[config.mk]
export PLATFORM = sky130hd
export DESIGN_NAME = rxfc_top
export DESIGN_NICKNAME = d
export VERILOG_FILES = /design/src/common/rxfc_pkg.sv /design/src/logic/rxfc_top.sv /design/src/logic/rxfc_match.sv /design/src/logic/rxfc_skid.sv
export SDC_FILE = /design/constraint.sdc
export NUM_CORES = 1
export LEC_CHECK = 0
export BUFFER_PORTS_ARGS = -buffer_cell sky130_fd_sc_hd__buf_4
export CAP_MARGIN = 15
export CORE_MARGIN = 3
export CORE_UTILIZATION = 40
export DETAILED_ROUTE_END_ITERATION = 8
export PLACE_DENSITY_LB_ADDON = 0.25
export SLEW_MARGIN = 20
export SYNTH_ARGS = -nofsm -noshare
export SYNTH_HDL_FRONTEND = slang
export SYNTH_HIERARCHICAL = 1
export SYNTH_SLANG_ARGS = --single-unit
[constraint.sdc]
create_clock -name CLK_SYS -period 8.4 [get_ports CLK_SYS]
set_input_delay 1.68 -clock CLK_SYS [delete_from_list [all_inputs] [get_ports CLK_SYS]]
set_output_delay 1.68 -clock CLK_SYS [all_outputs]
set_load 0.1 [all_outputs]
[src/common/rxfc_pkg.sv]
// package of constants and types for the uart receive path and flow control block
// Summary of operation
// RULE1: received characters sit in a 32-deep fifo, eight data bits plus three error tags.
// RULE2: holding register shows oldest character; a read advances it and refreshes line status tags.
// RULE3: enhanced feature bit 6 enables automatic hardware receive flow control.
// RULE4: auto request control starts only after modem control bit 1 asserts the request line.
// RULE5: request line rising sets status bit 5 and interrupts when interrupt-enable bit 6 set.
// RULE6: request line goes high at fill 16, 24, 30, 30 for levels 8, 16, 24, 30.
// RULE7: request line returns low at fill 0, 8, 16, 24 for levels 8, 16, 24, 30.
// RULE8: while request is high, characters are still accepted until the fifo is full.
// RULE9: receive data interrupt fires when fill reaches the selected trigger level.
// RULE10: enhanced feature bit 7 enables clear-to-send transmit gating.
// RULE11: clear-to-send rising sets status bit 5 and interrupts when interrupt-enable bit 7 set.
// RULE12: with clear-to-send high the transmitter stops after the current stop bit.
// RULE13: the remote transmitter stops after its current character while our request is high.
// RULE14: received pause characters halt transmission after the character being sent.
// RULE15: pause match sets the pause flag and interrupt; resume match restarts and clears it.
// RULE16: reset clears the four flow characters to zero; afterwards any value is writable.
// RULE17: double mode needs two consecutive characters matching first and second values.
// RULE18: matched flow control characters never enter the receive fifo.
// RULE19: pause characters go out two character times after the fill crosses the trigger.
// RULE20: resume characters go out when fill drops to 0, 8, 16 or 24.
// RULE21: with enhanced bit 5, the special character is stored and sets status bit 4.
// RULE22: comparisons use only the word length bits from line control bits 0-1.
// RULE23: enhanced interrupt-enable and modem-control bits write only with enhanced bit 4.
// RULE24: software selects none, single or double matching and automatic pause/resume sending.
package rxfc_pkg;
   // register offsets on the three address lines
   localparam logic [2:0] OFS_RHR   = 3'h0;
   localparam logic [2:0] OFS_IER   = 3'h1;
   localparam logic [2:0] OFS_ISR   = 3'h2;
   localparam logic [2:0] OFS_LCR   = 3'h3;
   localparam logic [2:0] OFS_MCR   = 3'h4;
   localparam logic [2:0] OFS_LSR   = 3'h5;
   localparam logic [2:0] OFS_EFR   = 3'h2;
   localparam logic [2:0] OFS_XON1  = 3'h4;
   localparam logic [2:0] OFS_XON2  = 3'h5;
   localparam logic [2:0] OFS_XOFF1 = 3'h6;
   localparam logic [2:0] OFS_SPECIAL_CHAR = 3'h7;
   localparam logic [7:0] LCR_ENH_KEY = 8'hBF;
   // reset values
   localparam logic [7:0] RST_REG  = 8'h00;
   localparam logic [7:0] RST_LCR  = 8'h03;
   // fifo geometry
   localparam int         FIFO_DEPTH = 32;
   localparam logic [5:0] FIFO_FULL  = 6'h20;
   // per trigger select 0..3: trigger, deassert and reassert fill counts
   localparam logic [3:0][5:0] TRIG_LVL = {6'h1E, 6'h18, 6'h10, 6'h08};
   localparam logic [3:0][5:0] HI_LVL   = {6'h1E, 6'h1E, 6'h18, 6'h10};
   localparam logic [3:0][5:0] LO_LVL   = {6'h18, 6'h10, 6'h08, 6'h00};
   // character times waited before pause characters go out
   localparam logic [1:0] PAUSE_WAIT = 2'h2;
   // word length masks for line control bits 1:0
   localparam logic [3:0][7:0] WLEN_MASK = {8'hFF, 8'h7F, 8'h3F, 8'h1F};

   typedef struct packed {
      logic [2:0] err;
      logic [7:0] data;
   } rxfc_char_t;

   typedef enum logic [2:0] {
      FC_IDLE, FC_WAIT, FC_OFF1, FC_OFF2, FC_PAUSED, FC_ON1, FC_ON2
   } rxfc_fc_t;
endpackage

[src/logic/rxfc_top.sv]
// receive fifo, hardware and software flow control of one uart channel
`timescale 1ns/100ps
`default_nettype none
module rxfc_top import rxfc_pkg::*; (
   input  wire logic       CLK_SYS,
   input  wire logic       RST,
   input  wire logic [2:0] ADDR,
   input  wire logic       WR_STB,
   input  wire logic       RD_STB,
   input  wire logic [7:0] WDATA,
   output logic      [7:0] RDATA,
   input  wire rxfc_char_t RX_CHAR,
   input  wire logic       RX_VALID,
   output logic            RX_READY,
   input  wire logic       CHAR_TICK,
   input  wire logic       CTS_N,
   output logic            TX_HOLD,
   output logic            SEND_VALID,
   output logic      [7:0] SEND_DATA,
   input  wire logic       SEND_READY,
   output logic            RTS_N,
   output logic            INT
);
   // ----------------------------------------------------------------
   // registers
   // ----------------------------------------------------------------
   logic       [7:0] ier_q;
   logic       [7:0] lcr_q;
   logic       [7:0] mcr_q;
   logic       [7:0] efr_q;
   logic       [7:0] xon1_q;
   logic       [7:0] xon2_q;
   logic       [7:0] xoff1_q;
   logic       [7:0] special_char_q;
   logic             fifo_en_q;
   logic       [1:0] trig_sel_q;
   logic             flag4_q;
   logic             flag5_q;
   logic             paused_q;
   logic             cts_q;
   logic             rts_n_q;
   logic             hold_q;
   logic             int_q;
   logic       [7:0] rdata_q;
   rxfc_char_t       mem_q [FIFO_DEPTH];
   logic       [4:0] wp_q;
   logic       [4:0] rp_q;
   logic       [5:0] cnt_q;
   rxfc_char_t       held_q;
   logic             held_v_q;
   logic             held_on_q;
   rxfc_fc_t         fc_q;
   rxfc_fc_t         fc_d;
   logic       [1:0] ticks_q;
   logic       [7:0] send_q;

   // ----------------------------------------------------------------
   // address decode
   // ----------------------------------------------------------------
   wire       enh    = lcr_q == LCR_ENH_KEY;
   wire       norm   = ~lcr_q[7];
   wire       wr_ier = WR_STB & norm & (ADDR == OFS_IER);
   wire       wr_fcr = WR_STB & norm & (ADDR == OFS_ISR);
   wire       wr_lcr = WR_STB & (ADDR == OFS_LCR);
   wire       wr_mcr = WR_STB & ~enh & (ADDR == OFS_MCR);
   wire       wr_efr = WR_STB & enh & (ADDR == OFS_EFR);
   wire       wr_x1n = WR_STB & enh & (ADDR == OFS_XON1);
   wire       wr_x2n = WR_STB & enh & (ADDR == OFS_XON2);
   wire       wr_x1f = WR_STB & enh & (ADDR == OFS_XOFF1);
   wire       wr_x2f = WR_STB & enh & (ADDR == OFS_SPECIAL_CHAR);
   wire       rd_isr = RD_STB & norm & (ADDR == OFS_ISR);
   wire       rhr_rd = RD_STB & norm & (ADDR == OFS_RHR) & (cnt_q != 6'h00);
   wire       efr4   = efr_q[4];
   // enhanced bits keep their value unless efr bit 4 unlocks them
   wire [7:0] ier_d = efr4 ? WDATA : {ier_q[7:4], WDATA[3:0]}; // RULE23
   wire [7:0] mcr_d = efr4 ? WDATA : {mcr_q[7:5], WDATA[4:0]}; // RULE23
   // fcr bit 1 or a change of bit 0 flushes the receive fifo
   wire       fifo_clr = wr_fcr & (WDATA[1] | (WDATA[0] != fifo_en_q));

   // ----------------------------------------------------------------
   // fill thresholds
   // ----------------------------------------------------------------
   wire [5:0] trig = TRIG_LVL[trig_sel_q];
   wire [5:0] hi   = HI_LVL[trig_sel_q];
   wire [5:0] lo   = LO_LVL[trig_sel_q];
   // without the fifo the path holds only the holding register
   wire [5:0] cap  = fifo_en_q ? FIFO_FULL : 6'h01;
   wire       full = cnt_q >= cap;

   // ----------------------------------------------------------------
   // incoming characters and flow character matching
   // ----------------------------------------------------------------
   rxfc_char_t sk_c;
   logic       sk_v;
   logic       sk_rdy;
   logic [3:0] m;
   wire  [7:0] mask = WLEN_MASK[lcr_q[1:0]];
   wire  [3:0][7:0] ref_chr = {special_char_q, xoff1_q, xon2_q, xon1_q};

   rxfc_skid u_skid (
      .clk       (CLK_SYS),
      .rst       (RST),
      .in_valid  (RX_VALID),
      .in_ready  (RX_READY),
      .in_data   (RX_CHAR),
      .out_valid (sk_v),
      .out_ready (sk_rdy),
      .out_data  (sk_c)
   );

   for (genvar i = 0; i < 4; i++) begin : g_cmp
      rxfc_match u_match (
         .a    (sk_c.data),
         .b    (ref_chr[i]),
         .mask (mask),
         .hit  (m[i])
      );
   end

   // m: 0 resume1, 1 resume2, 2 pause1, 3 pause2; efr[1:0] picks the mode
   wire [1:0] swm     = efr_q[1:0];
   wire       s_off   = (swm == 2'h1 & m[2]) | (swm == 2'h2 & m[3]); // RULE24
   wire       s_on    = (swm == 2'h1 & m[0]) | (swm == 2'h2 & m[1]); // RULE24
   wire       f_off   = (swm == 2'h3) & m[2]; // RULE17
   wire       f_on    = (swm == 2'h3) & m[0]; // RULE17
   wire       second  = held_on_q ? m[1] : m[3];
   wire       w_pair  = sk_v & held_v_q & second; // RULE17
   wire       w_flush = sk_v & held_v_q & ~second;
   wire       w_sngl  = sk_v & ~held_v_q & (s_off | s_on);
   wire       w_first = sk_v & ~held_v_q & ~(s_off | s_on) & (f_off | f_on);
   wire       w_plain = sk_v & ~held_v_q & ~(s_off | s_on) & ~(f_off | f_on);
   // matched flow characters are taken from the buffer but never pushed
   wire       push    = (w_flush | w_plain) & ~full; // RULE18 RULE8
   wire       det_off = (w_pair & ~held_on_q) | (w_sngl & s_off); // RULE14
   wire       det_on  = (w_pair & held_on_q) | (w_sngl & s_on & ~s_off); // RULE15
   wire       special = w_plain & efr_q[5] & m[3] & ~full; // RULE21
   rxfc_char_t push_c;
   assign push_c = w_flush ? held_q : sk_c;
   // a flush leaves the new character waiting; it is judged next cycle
   assign sk_rdy = w_pair | w_sngl | w_first | (w_plain & ~full);

   // ----------------------------------------------------------------
   // receive fifo
   // ----------------------------------------------------------------
   wire rxfc_char_t head = mem_q[rp_q];

   always_ff @(posedge CLK_SYS) begin
      if (push) begin
         mem_q[wp_q] <= push_c; // RULE1
      end
   end

   // pointers and fill count; a read steps to the next entry and tags
   always_ff @(posedge CLK_SYS) begin
      if (RST | fifo_clr) begin
         wp_q  <= 5'h00;
         rp_q  <= 5'h00;
         cnt_q <= 6'h00;
      end else begin
         wp_q  <= wp_q + {4'h0, push};
         rp_q  <= rp_q + {4'h0, rhr_rd}; // RULE2
         cnt_q <= cnt_q + {5'h00, push} - {5'h00, rhr_rd};
      end
   end

   // first half of a double match waits here for its partner
   always_ff @(posedge CLK_SYS) begin
      if (RST) begin
         held_v_q  <= 1'b0;
         held_on_q <= 1'b0;
         held_q    <= '0;
      end else if (w_first) begin
         held_v_q  <= 1'b1;
         held_on_q <= f_on & ~f_off;
         held_q    <= sk_c;
      end else if (w_pair | (w_flush & ~full)) begin
         held_v_q  <= 1'b0;
      end
   end

   // ----------------------------------------------------------------
   // register writes
   // ----------------------------------------------------------------
   always_ff @(posedge CLK_SYS) begin
      if (RST) begin
         ier_q      <= RST_REG;
         lcr_q      <= RST_LCR;
         mcr_q      <= RST_REG;
         efr_q      <= RST_REG;
         xon1_q     <= RST_REG; // RULE16
         xon2_q     <= RST_REG; // RULE16
         xoff1_q    <= RST_REG; // RULE16
         special_char_q    <= RST_REG; // RULE16
         fifo_en_q  <= 1'b0;
         trig_sel_q <= 2'h0;
      end else begin
         if (wr_ier) ier_q <= ier_d;
         if (wr_lcr) lcr_q <= WDATA;
         if (wr_mcr) mcr_q <= mcr_d;
         if (wr_efr) efr_q <= WDATA;
         if (wr_x1n) xon1_q <= WDATA;
         if (wr_x2n) xon2_q <= WDATA;
         if (wr_x1f) xoff1_q <= WDATA;
         if (wr_x2f) special_char_q <= WDATA;
         if (wr_fcr) begin
            fifo_en_q  <= WDATA[0];
            trig_sel_q <= WDATA[7:6];
         end
      end
   end

   // ----------------------------------------------------------------
   // request line with hysteresis
   // ----------------------------------------------------------------
   // held high until mcr bit 1 asserts it, so auto control starts there
   wire rts_n_d = ~mcr_q[1]   ? 1'b1 :    // RULE4
                  ~efr_q[6]   ? 1'b0 :    // RULE3
                  cnt_q >= hi ? 1'b1 :    // RULE6
                  cnt_q <= lo ? 1'b0 :    // RULE7
                  rts_n_q;
   wire rts_rise = rts_n_d & ~rts_n_q;
   wire cts_rise = CTS_N & ~cts_q;
   wire rx_int   = fifo_en_q ? (cnt_q >= trig) : (cnt_q != 6'h00); // RULE9
   // pause state only lives while a matching mode is selected
   wire pause_d  = (swm != 2'h0) & (det_off | (paused_q & ~det_on));
   wire hold_d   = pause_d | (efr_q[7] & CTS_N); // RULE10 RULE12 RULE14

   // ----------------------------------------------------------------
   // status flags, hold and interrupt
   // ----------------------------------------------------------------
   // set beats a clearing status read in the same cycle
   wire set4 = (det_off & ier_q[5]) | special; // RULE15 RULE21
   wire set5 = (rts_rise & ier_q[6]) | (cts_rise & ier_q[7]); // RULE5 RULE11

   always_ff @(posedge CLK_SYS) begin
      if (RST) begin
         flag4_q  <= 1'b0;
         flag5_q  <= 1'b0;
         paused_q <= 1'b0;
         cts_q    <= 1'b0;
         rts_n_q  <= 1'b1;
         hold_q   <= 1'b0;
         int_q    <= 1'b0;
      end else begin
         flag4_q  <= set4 | (flag4_q & ~rd_isr & ~det_on); // RULE15
         flag5_q  <= set5 | (flag5_q & ~rd_isr);
         paused_q <= pause_d;
         cts_q    <= CTS_N;
         rts_n_q  <= rts_n_d;
         hold_q   <= hold_d;
         int_q    <= (rx_int & ier_q[0]) | set4 | set5
                     | ((flag4_q | flag5_q) & ~rd_isr);
      end
   end

   // the transmitter samples the hold only between characters
   assign TX_HOLD = hold_q;
   assign RTS_N   = rts_n_q;
   assign INT     = int_q;

   // ----------------------------------------------------------------
   // automatic pause and resume sending
   // ----------------------------------------------------------------
   wire [1:0] txm  = efr_q[3:2];
   wire       sent = SEND_VALID & SEND_READY;

   always_comb begin
      fc_d = fc_q;
      unique case (fc_q)
         FC_IDLE:   if (cnt_q >= trig) fc_d = FC_WAIT;
         FC_WAIT: begin
            if (cnt_q <= lo) fc_d = FC_IDLE;
            else if (ticks_q == PAUSE_WAIT) fc_d = FC_OFF1; // RULE19
         end
         FC_OFF1:   if (sent) fc_d = (txm == 2'h3) ? FC_OFF2 : FC_PAUSED;
         FC_OFF2:   if (sent) fc_d = FC_PAUSED;
         FC_PAUSED: if (cnt_q <= lo) fc_d = FC_ON1; // RULE20
         FC_ON1:    if (sent) fc_d = (txm == 2'h3) ? FC_ON2 : FC_IDLE;
         FC_ON2:    if (sent) fc_d = FC_IDLE;
         default:   fc_d = FC_IDLE;
      endcase
      if (txm == 2'h0) fc_d = FC_IDLE; // RULE24
   end

   // mode 2 sends only the second character of each pair
   wire [7:0] chr_d = (fc_d == FC_OFF1) ? ((txm == 2'h2) ? special_char_q : xoff1_q) :
                      (fc_d == FC_OFF2) ? special_char_q :
                      (fc_d == FC_ON1)  ? ((txm == 2'h2) ? xon2_q : xon1_q) :
                      xon2_q;

   always_ff @(posedge CLK_SYS) begin
      if (RST) begin
         fc_q    <= FC_IDLE;
         ticks_q <= 2'h0;
         send_q  <= RST_REG;
      end else begin
         fc_q    <= fc_d;
         ticks_q <= (fc_q != FC_WAIT) ? 2'h0 : ticks_q + {1'b0, CHAR_TICK};
         send_q  <= chr_d;
      end
   end

   assign SEND_VALID = (fc_q == FC_OFF1) | (fc_q == FC_OFF2)
                     | (fc_q == FC_ON1) | (fc_q == FC_ON2);
   assign SEND_DATA  = send_q;

   // ----------------------------------------------------------------
   // register reads, answered one cycle after the strobe
   // ----------------------------------------------------------------
   wire [7:0] interrupt_status_reg = {fifo_en_q, fifo_en_q, flag5_q, flag4_q, 1'b0, rx_int, 1'b0, ~int_q};
   wire [7:0] line_status_reg = {3'h0, head.err, 1'b0, cnt_q != 6'h00}; // RULE2
   wire [7:0] rd_enh = (ADDR == OFS_EFR)   ? efr_q :
                       (ADDR == OFS_LCR)   ? lcr_q :
                       (ADDR == OFS_XON1)  ? xon1_q :
                       (ADDR == OFS_XON2)  ? xon2_q :
                       (ADDR == OFS_XOFF1) ? xoff1_q :
                       (ADDR == OFS_SPECIAL_CHAR) ? special_char_q : 8'h00;
   wire [7:0] rd_norm = (ADDR == OFS_RHR) ? head.data :
                        (ADDR == OFS_IER) ? ier_q :
                        (ADDR == OFS_ISR) ? interrupt_status_reg :
                        (ADDR == OFS_LCR) ? lcr_q :
                        (ADDR == OFS_MCR) ? mcr_q :
                        (ADDR == OFS_LSR) ? line_status_reg : 8'h00;
   wire [7:0] rd_val = enh ? rd_enh : norm ? rd_norm :
                       (ADDR == OFS_LCR) ? lcr_q : 8'h00;

   always_ff @(posedge CLK_SYS) begin
      if (RST) begin
         rdata_q <= RST_REG;
      end else if (RD_STB) begin
         rdata_q <= rd_val;
      end
   end
   assign RDATA = rdata_q;
endmodule
`default_nettype wire

[src/logic/rxfc_match.sv]
// masked character comparator for flow control and special character detection
`timescale 1ns/100ps
`default_nettype none
module rxfc_match import rxfc_pkg::*; (
   input  wire logic [7:0] a,
   input  wire logic [7:0] b,
   input  wire logic [7:0] mask,
   output logic            hit
);
   // bits above the word length never take part
   assign hit = ((a ^ b) & mask) == 8'h00; // RULE22
endmodule
`default_nettype wire

[src/logic/rxfc_skid.sv]
// two-entry buffer between the receive shift register and the fifo logic
`timescale 1ns/100ps
`default_nettype none
module rxfc_skid import rxfc_pkg::*; (
   input  wire logic       clk,
   input  wire logic       rst,
   input  wire logic       in_valid,
   output logic            in_ready,
   input  wire rxfc_char_t in_data,
   output logic            out_valid,
   input  wire logic       out_ready,
   output rxfc_char_t      out_data
);
   rxfc_char_t      buf_q [2];
   logic            wp_q;
   logic            rp_q;
   logic      [1:0] cnt_q;
   wire             put = in_valid & in_ready;
   wire             take = out_valid & out_ready;

   // ready drops when both slots are held, so a stall loses nothing
   assign in_ready  = cnt_q != 2'h2;
   assign out_valid = cnt_q != 2'h0;
   assign out_data  = buf_q[rp_q];

   // ----------------------------------------------------------------
   // storage and pointers
   // ----------------------------------------------------------------
   always_ff @(posedge clk) begin
      if (put) begin
         buf_q[wp_q] <= in_data;
      end
      if (rst) begin
         wp_q  <= 1'b0;
         rp_q  <= 1'b0;
         cnt_q <= 2'h0;
      end else begin
         wp_q  <= wp_q ^ put;
         rp_q  <= rp_q ^ take;
         cnt_q <= cnt_q + {1'b0, put} - {1'b0, take};
      end
   end
endmodule
`default_nettype wire

-- Yosys cells after proc, flatten, opt, wreduce, memory -nomap -nowiden
Memory sizes are Yosys's and may differ from the RTL's. A register that Yosys moved wholly into a read port is not among the register bits.
Cells that the tools add are included.
W data, S select, Z words.
- memories: 2
- logic and storage cells: 254
- bits in registers: 128
- RAM bits: 374
- output and inout bits: 21
- memory list (memory ; depth ; width ; read ports ; clocked after Yosys merged registers in ; write ports ; RTL line ; text):
    mem_q ; 32 ; 11 ; 1 ; 1 ; 1 ; rxfc_top.sv:45 ; rxfc_char_t mem_q [FIFO_DEPTH];
    u_skid.buf_q ; 2 ; 11 ; 1 ; 1 ; 1 ; rxfc_skid.sv:14 ; rxfc_char_t buf_q [2];
- magnitude comparators: 6
- bitwise logic cells: 110
- reduce and logical (&&, ||, !) cells: 14
- add/sub/neg operators: 7
- eq/ne operators: 26
- muxes and demuxes: 56
- operators by type and width (cell ; number):
    $mux W8 ; 20
    $and A1 B1 Y1 ; 59
    $bmux W6 S2 ; 3
    $mux W3 ; 11
    $and A8 B8 Y8 ; 4
    $logic_not A8 Y1 ; 4
    $xor A8 B8 Y8 ; 4
    $or A1 B1 Y1 ; 26
    $eq A3 B3 Y1 const B ; 8
    $mux W6 ; 4
    $pmux W3 S7 ; 1
    $eq A3 B2 Y1 const B ; 6
    $ge A6 B6 Y1 ; 3
    $bmux W8 S2 ; 1
    $not A1 Y1 ; 15
    $mux W1 ; 13
    $mux W11 ; 1
    $add A5 B1 Y5 ; 2
    $eq A2 B2 Y1 const B ; 5
    $mux W5 ; 2
    $eq A8 B8 Y1 const B ; 1
    $add A6 B1 Y6 ; 1
    $eq A3 B1 Y1 const B ; 2
    $le A6 B6 Y1 ; 1
    15 further kinds ; 22

-- Logic depth before layout (Yosys ltp)
Gate-level depths: netlist of run 1.
- depth after elaboration: 17
- gate-level depth with buffers: 22
- depth with buffers taken out: 20

-- Hierarchy
Netlist of run 1, hierarchy kept.
- modules (own cells, without submodules) (module ; area an instance (um^2) ; cells each ; times used ; sequential area each (um^2)):
    rxfc_top ; 20500.9 ; 1401 ; 1 ; 13052.5
    rxfc_skid ; 1024.7 ; 61 ; 1 ; 740.7
    rxfc_match ; 108.9 ; 13 ; 4 ; 0.0

-- Worst setup path before layout of run 1
Ideal clock, no wire load.
- kind: register -> output
- start point: register fc_q[2]
- end point: output port SEND_VALID
- arrival time: 2.262 ns
- slack: 4.458 ns
- stages on the path, launching flop included: 5
- path through: dfxtp_1 -> buf_2 -> buf_2 -> nand2_1 -> xnor2_1
- longest elaborated chain between the ends: 4
- elaborated cells on any way between the ends: 7
- classes of those cells: eq/ne: 4; bitwise: 3
- RTL lines (what ; RTL line ; text):
    from (decl) ; rxfc_top.sv:52 ; rxfc_fc_t fc_q;
    from (signal assigned) ; rxfc_top.sv:293 ; fc_q <= FC_IDLE;
    from (signal assigned) ; rxfc_top.sv:297 ; fc_q <= fc_d;
    $eq A3 B2 Y1 ; rxfc_top.sv:303 ; assign SEND_VALID = (fc_q == FC_OFF1) | (fc_q == FC_OFF2)
    $or A1 B1 Y1 ; rxfc_top.sv:303 ;
    $or A1 B1 Y1 ; rxfc_top.sv:304 ; | (fc_q == FC_ON1) | (fc_q == FC_ON2);
    $or A1 B1 Y1 (*) ; rxfc_top.sv:304 ;
    to (decl) ; rxfc_top.sv:18 ; output logic SEND_VALID,
Every way passes the cells marked *; elsewhere a longest branch is shown, timed or not.

==> results of run 1 <==
==> cells in the final DEF, fill, tap and decap left out, types with 7 or more instances in the layout <==
cell / instances
nor2_2: 12
xor2_1: 40
edfxtp_1: 374
mux4_1: 15
clkinv_2: 7
a221oi_1: 12
clkinv_1: 11
a21oi_1: 62
a22oi_1: 22
xnor2_1: 7
clkbuf_16: 53
o21ai_0: 24
ha_1: 29
conb_1: 20
mux2i_1: 105
nor2b_1: 16
clkbuf_1: 11
mux4_2: 80
nand3_1: 31
nand2_1: 88
a211oi_1: 10
nor2_1: 139
o211ai_1: 7
dfxtp_1: 125
and2_1: 10
nand3b_1: 14
a31oi_1: 8
inv_1: 23
mux2_2: 27
nand2b_1: 9
nor3_1: 18
or2_2: 7
buf_4: 69
==> registers in the layout, summed over array words and instances (netlist names), 2 cells and up <==
signal          flops
efr_q               8
u_skid/buf_q       22
xon1_q              8
SEND_DATA           8
RDATA               8
mcr_q               8
u_skid/cnt_q        2
xon2_q              8
fc_q                3
held_q             11
rp_q                5
ier_q               8
mem_q             352
lcr_q               8
special_char_q      8
wp_q                5
ticks_q             2
trig_sel_q          2
xoff1_q             8
cnt_q               6
==> worst reg2reg max path, cell delays in order (launching register included) <==
cell      delay (ps)
dfxtp_1          650
mux2_2           500
xor2_1           170
a22oi_1          100
and4_1           270
nand2b_1         100
nand2_1           70
nor2_1           730
a21o_1           500
or3b_1           570
nor2_1           900
==> synthesized netlist by cell type, types with 4 or more instances <==
cell,count
nand3b_1,14
nor2b_1,16
and3_1,4
buf_2,20
and4_1,4
xor2_1,40
a311oi_1,4
buf_1,6
nand4_1,5
nand2_1,88
o311ai_0,4
a31oi_1,8
inv_1,23
edfxtp_1,374
xnor2_1,7
o21bai_1,4
nor2_1,149
ha_1,29
mux2_2,27
a21oi_1,62
dfxtp_1,128
buf_4,15
clkbuf_1,51
o22ai_1,5
o21ai_0,24
a21o_1,6
nand2b_1,9
nor3_1,22
and2_1,10
a2111oi_0,4
mux2i_1,105
mux4_2,80
or2_2,7
a22oi_1,22
mux4_1,15
nand3_1,31
o211ai_1,7
a221oi_1,12
a211oi_1,10
==> per-stage QoR <==
step                      hold slack, ps  utilization  std cells
final                              463.7       0.4582       2300
after CTS                          463.8       0.4577       2300
after global placement             443.9       0.4249       2201
after floorplan                    433.6            -       1533
after global routing               490.7       0.4582       2300
after detailed placement           449.7       0.4250       2201
==> area by class of cell <==
type / instances / area [um2]
inverters: 24 / 90.09
clock buffers: 64 / 1368
fillers: 4807 / 29270
multi-input cells: 910 / 7706
well taps: 696 / 870.8
clock inverters: 35 / 400.4
flip-flops and latches: 502 / 13800
repair buffers: 69 / 518.0
==> path summary, 6_finish.rpt <==
kind | endpoint | depth (start not counted) | slack (ps)
setup / recovery | mem_q[4][7]$_DFFE_PP_ | 10 | 3460
hold / removal | RDATA[7]$_SDFFE_PP0P_ | 1 | 460
setup reg to reg | mem_q[4][7]$_DFFE_PP_ | 10 | 3460
hold reg to reg | RDATA[7]$_SDFFE_PP0P_ | 1 | 460
==> logic make-up (layout without fill, tap and decap cells) <==
| group | count (synthesis) | after routing | synth area share |
|---|---|---|---|
| AO/OA/AOI/OAI | 203 | 203 | 0.06250 |
| adder cells (fa/ha/maj) | 30 | 30 | 0.01743 |
| buffers and inverters | 121 | 192 | 0.02661 |
| flip-flops | 502 | 502 | 0.6281 |
| other | 1 | 20 | 0.0001708 |
| AND/OR/NAND/NOR | 382 | 382 | 0.08426 |
| multiplexers | 228 | 228 | 0.1622 |
| XOR/XNOR | 47 | 47 | 0.01874 |
==> power by group <==
part	internal (mW)	leakage, nW	switching, mW
clock network	1.36	0.844	0.988
registers	2.85	4.41	0.0563
logic	0.250	2.92	0.542
==> per-layer routing <==
layer  up-vias  wire length (um)  global-route usage
met5         -                 0                   0
met4         0              1729             0.06175
met3       101              3881             0.04691
met2       437             26880              0.3190
met1      6577             23360              0.2598
li1       5886                 -                   -
==> impl_metrics.yaml, run 1 <==
yosys:
  synthCells: 1514
  netlist_area_um2: 21960
  ys.flop_type: "edfxtp_1"
  synth_edf_count: 374
  yosys_warnings: 6
  ys_seq_area_frac: 0.6281
  synthTopCellsByArea: "edfxtp_1, dfxtp_1, mux4_2"
  yosysUniqueCellTypes: 81
  yosys.area.top_type: "edfxtp_1"
  syn_area_per_cell_um2: 14.51
  ys_ff_latch: 502
  async_flop_share: 0
  synth_top_area_frac: 0.5114
floorplanning:
  die-area_um2: 57750
  ioPinCount: 51
  die_h_um: 240.3
  die_x_um: 240.3
  num_rows: 85
  start_util: 0.4065
  core_um2: 54030
routing:
  wl_um: 55850
  drc: 0
  viasPerCell: 5.653
  dr.pass1.iters: 5
  ant_nets: 0
  vias: 13000
  wire_per_inst_um: 24.28
  drt_iter0_markers: 1163
global_routing:
  grt_overflow: 0
  antenna_found_initial: 1
  grt_pass1_vias: 12980
  grt_pass1_wl_um: 83970
  grt_max_degree: 67
  grt_usage: 0.1956
sta:
  setup_ws_ps: 3458
  rsz0062_at_grt: "no"
  fmax_mhz: 202.3
  max_slew_margin: 0.2526
  tightest_slew_ps: 1117
  hold_violations: 0
  finalSetupTns_ps: 0
  setup_violations: 0
  period_minus_slack_ps: 4943
  min_period_over_period: 0.5884
  slew_viol_final: 0
  fin_skew_ps: 26.83
critical_path:
  r2r-start: "u_skid/rp_q$_SDFF_PP0_"
  cp_common_cell: "nor2_1"
  cp_top_family: "simple AND/OR/NAND/NOR gates"
  critPathKind: "reg2reg"
  cp-end-kind: "flop"
  critPathSlowestCell: "nor2_1"
  worstPathRequired_ps: 8610
  slowest_delay_ps: 900
  path_cells: "mux2_2 > xor2_1 > a22oi_1 > and4_1 > nand2b_1 > nand2_1 > nor2_1 > a21o_1 > or3b_1 > nor2_1"
  timing.critical_path.from: "u_skid/rp_q$_SDFF_PP0_"
  setup.worst_path.start_class: "flop"
  crit_path_max_fanout: 12
  cp.arrival_ps: 5150
  worst-path-buf-inv: 0
clock_tree:
  clkSlewWorstSetupHoldPaths_ps: 60
  cts.sinks: 502
  clockRootBuffer: "clkbuf_16"
  ctsHoldBuffers: 0
  post_cts.repair.setup_buffers: 0
  clkLatencyLatePin_ps: 620
  clock_path_buffers: 3
  cts_tree: "done"
  cts-htree-levels: 2
  cts_resized: 0
  cts_inserted_buffers: 53
layout:
  fin_area_um2: 24760
  syn_to_final_growth_pct: 12.72
  final_nets: 1620
  diodes: 0
  layout-drive-gt1-share: 0.1802
status:
  status: "finished, final reports clean"
placement:
  hpwl_um: 36370
  io_buffers: 50
  dp_slack_ps: 3362
  placed_area_um2: 22960
  gp_congestion: 0.9295
worst_hold_path:
  hp-start: "RDATA[7]$_SDFFE_PP0P_"
  hold_path.class: "reg2reg"
power:
  cellLeakagePower_nw: 8.172
  power_density_nw_per_um2: 244.1
  peakVddDrop_v: 0.0001468
  total_power_mw: 6.043
job:
  cap_violations: 0
No activity file was read; power rests on OpenSTA's default activity.
==> inputs of run 2 (changes only) <==
--- a/config.mk
+++ b/config.mk
@@ -5,6 +5,7 @@
 export SDC_FILE = /design/constraint.sdc
 export NUM_CORES = 1
 export LEC_CHECK = 0
+export ABC_AREA = 1
 export BUFFER_PORTS_ARGS = -buffer_cell sky130_fd_sc_hd__buf_4
 export CAP_MARGIN = 15
 export CORE_MARGIN = 3
==> constraint.sdc (replaced) <==
create_clock -name CLK_SYS -period 4.5 [get_ports CLK_SYS]
set_input_delay 0.9 -clock CLK_SYS [delete_from_list [all_inputs] [get_ports CLK_SYS]]
set_output_delay 0.9 -clock CLK_SYS [all_outputs]
set_load 0.1 [all_outputs]
==> run 2 against run 1 <==
  * Sequential share of layout area down 1.8 points
  * Die area grew 1.9%
  * Critical path depth rose by 20
  * Area after synthesis increased by 1.9%
  * Sequential power grew 91%
  * Clock power is 89% higher
  * Maximum frequency grew 24%
  * Core utilization up 0.54 points
  * Sequential cell count did not move
  * Critical endpoint is now cnt_q[4]$_SDFF_PP0_
==> impl_metrics.yaml, run 2 <==
placement:
  gp_congestion: 0.9298
  hpwl_um: 41100
  io_buffers: 50
  placed_area_um2: 23790
critical_path:
  cp-end-kind: "flop"
  slowest_delay_ps: 420
  cp_top_family: "simple AND/OR/NAND/NOR gates"
  cp.arrival_ps: 4550
  worst-path-buf-inv: 8
  worstPathRequired_ps: 5060
  setup.worst_path.start_class: "flop"
  critPathSlowestCell: "fa_1"
  cp_common_cell: "nor2_1"
  crit_path_max_fanout: 10
  critPathKind: "reg2reg"
power:
  seq_power_share: 0.461
  swShare: 0.2889
  combPwrFrac: 0.170
  power_density_nw_per_um2: 469.1
  peakVddDrop_v: 0.0002996
  clockPowerShare: 0.370
  p_switching_mw: 3.468
  p_int_mw: 8.537
  cellLeakagePower_nw: 9.741
  total_power_mw: 12.00
clock_tree:
  clkSlewWorstSetupHoldPaths_ps: 60
  clockRootBuffer: "clkbuf_16"
  cts-htree-levels: 2
  clock_path_buffers: 3
  cts_tree: "done"
  cts.sinks: 502
  ctsHoldBuffers: 0
  cts_inserted_buffers: 53
  clkLatencyLatePin_ps: 620
layout:
  largestRegisters: "mem_q x352, u_skid/buf_q x22, held_q x11"
  fill_cells: 5256
  diodes: 0
  final_nets: 2524
  syn_to_final_growth_pct: 14.33
  final_util: 0.4636
  fin_area_um2: 25590
  largest_register: "mem_q"
  final_cell_mix: "nand2_1, edfxtp_1, nor2_1"
  final_common_cell: "nand2_1"
  largest_reg_flops: 352
  layout-drive-gt1-share: 0.09298
routing:
  drc: 0
  wl_um: 63550
  dr.pass1.iters: 6
  wire_per_inst_um: 19.53
  drt_iter0_markers: 1645
  ant_nets: 0
  vias: 17250
  viasPerCell: 5.302
yosys:
  netlist_area_um2: 22380
  ys.flop_type: "edfxtp_1"
  synth_top_area_frac: 0.5018
  yosys-top-cells-count: "nand2_1, edfxtp_1, nor2_1"
  synth.most_common_cell: "nand2_1"
  async_flop_share: 0
  synthTopCellsByArea: "edfxtp_1, dfxtp_1, nand2_1"
  ys_seq_area_frac: 0.6163
  yosys.area.top_type: "edfxtp_1"
  syn_area_per_cell_um2: 9.392
  yosys_warnings: 6
  synth_edf_count: 374
  ys_ff_latch: 502
  synthCells: 2383
  yosysUniqueCellTypes: 45
sta:
  rsz0062_at_grt: "no"
  slew_viol_final: 0
  max_slew_margin: 0.2632
  tightest_slew_ps: 1101
  hold_violations: 0
  min_period_over_period: 0.8873
  fmax_mhz: 250.5
  fin_skew_ps: 24.02
  finalSetupTns_ps: 0
  setup_violations: 0
  period_minus_slack_ps: 3993
  holdWs_ps: 447.6
global_routing:
  antenna_found_initial: 1
  grt_max_degree: 68
  grt_pass1_vias: 16190
  grt_overflow: 0
  grt_pass1_wl_um: 96880
  grt_usage: 0.2122
floorplanning:
  num_rows: 86
  core_um2: 55200
  die_x_um: 242.5
  start_util: 0.4055
  ioPinCount: 51
  die-area_um2: 58830
  die_h_um: 242.5
status:
  status: "finished, final reports clean"
job:
  cap_violations: 0
worst_hold_path:
  hold_path.class: "reg2reg"
run 2: final cells by class:
| type | count | area (um2) | area share |
|---|---|---|---|
| repair buffers | 110 | 850.8 | 0.03325 |
| inverters | 196 | 742.0 | 0.02900 |
| flip-flops and latches | 502 | 13800 | 0.5393 |
| well taps | 748 | 935.9 | 0.03658 |
| clock inverters | 32 | 379.1 | 0.01482 |
| multi-input cells | 1601 | 7508 | 0.2934 |
| clock buffers | 65 | 1371 | 0.05359 |
run 2: cell families after synthesis:
group,count (synthesis),synth area share
fa+ha+maj,30,0.01711
other cells,1,0.0001675
compound gates,429,0.1030
flops,502,0.6163
buf+inv,299,0.05210
simple gates,1115,0.2086
xor+xnor,7,0.002739
run 2: power by group through the flow:
| stage | logic [mW] | registers (mW) | clock network, mW |
|---|---|---|---|
| final | 2.04 | 5.53 | 4.44 |
| after global routing | 2.26 | 5.54 | 4.70 |
| after CTS | 2.02 | 5.53 | 4.52 |
| after detailed placement | 2.01 | 5.63 | 0 |
| after global placement | 1.97 | 5.62 | 0 |
| after floorplan | 1.19 | 5.65 | 0 |
run 2: through the flow:
step                      setup slack, ps  instances
after global routing                37.49       3254
after detailed placement            48.32       3153
after CTS                           26.56       3250
final                               507.3       3254
after global placement              153.3       3153
after floorplan                      1145       2402
run 2: what timing repair did:
action                                  CTS  global route
endpoints found under the setup margin    0           134
resized for setup                         0             5
hold endpoints to repair                  0             0
buffers inserted                          0             4
run 2: worst paths after layout:
check                               from  cells past startpoint  slack, ps                  end
setup / recovery  u_skid/rp_q$_SDFF_PP0_                     30        510  cnt_q[4]$_SDFF_PP0_
hold / removal     mcr_q[1]$_SDFFE_PP0P_                      1        450     RTS_N$_SDFF_PP1_
setup reg to reg  u_skid/rp_q$_SDFF_PP0_                     30        510  cnt_q[4]$_SDFF_PP0_
hold reg to reg    mcr_q[1]$_SDFFE_PP0P_                      1        450     RTS_N$_SDFF_PP1_
run 2: layer usage:
layer  vias up  share of wire  track usage
li1       8232              -            -
met1      8342           0.45       0.3042
met2       583           0.45       0.3273
met3        97          0.071      0.03907
met4         0          0.030      0.06648
met5         -              0            0
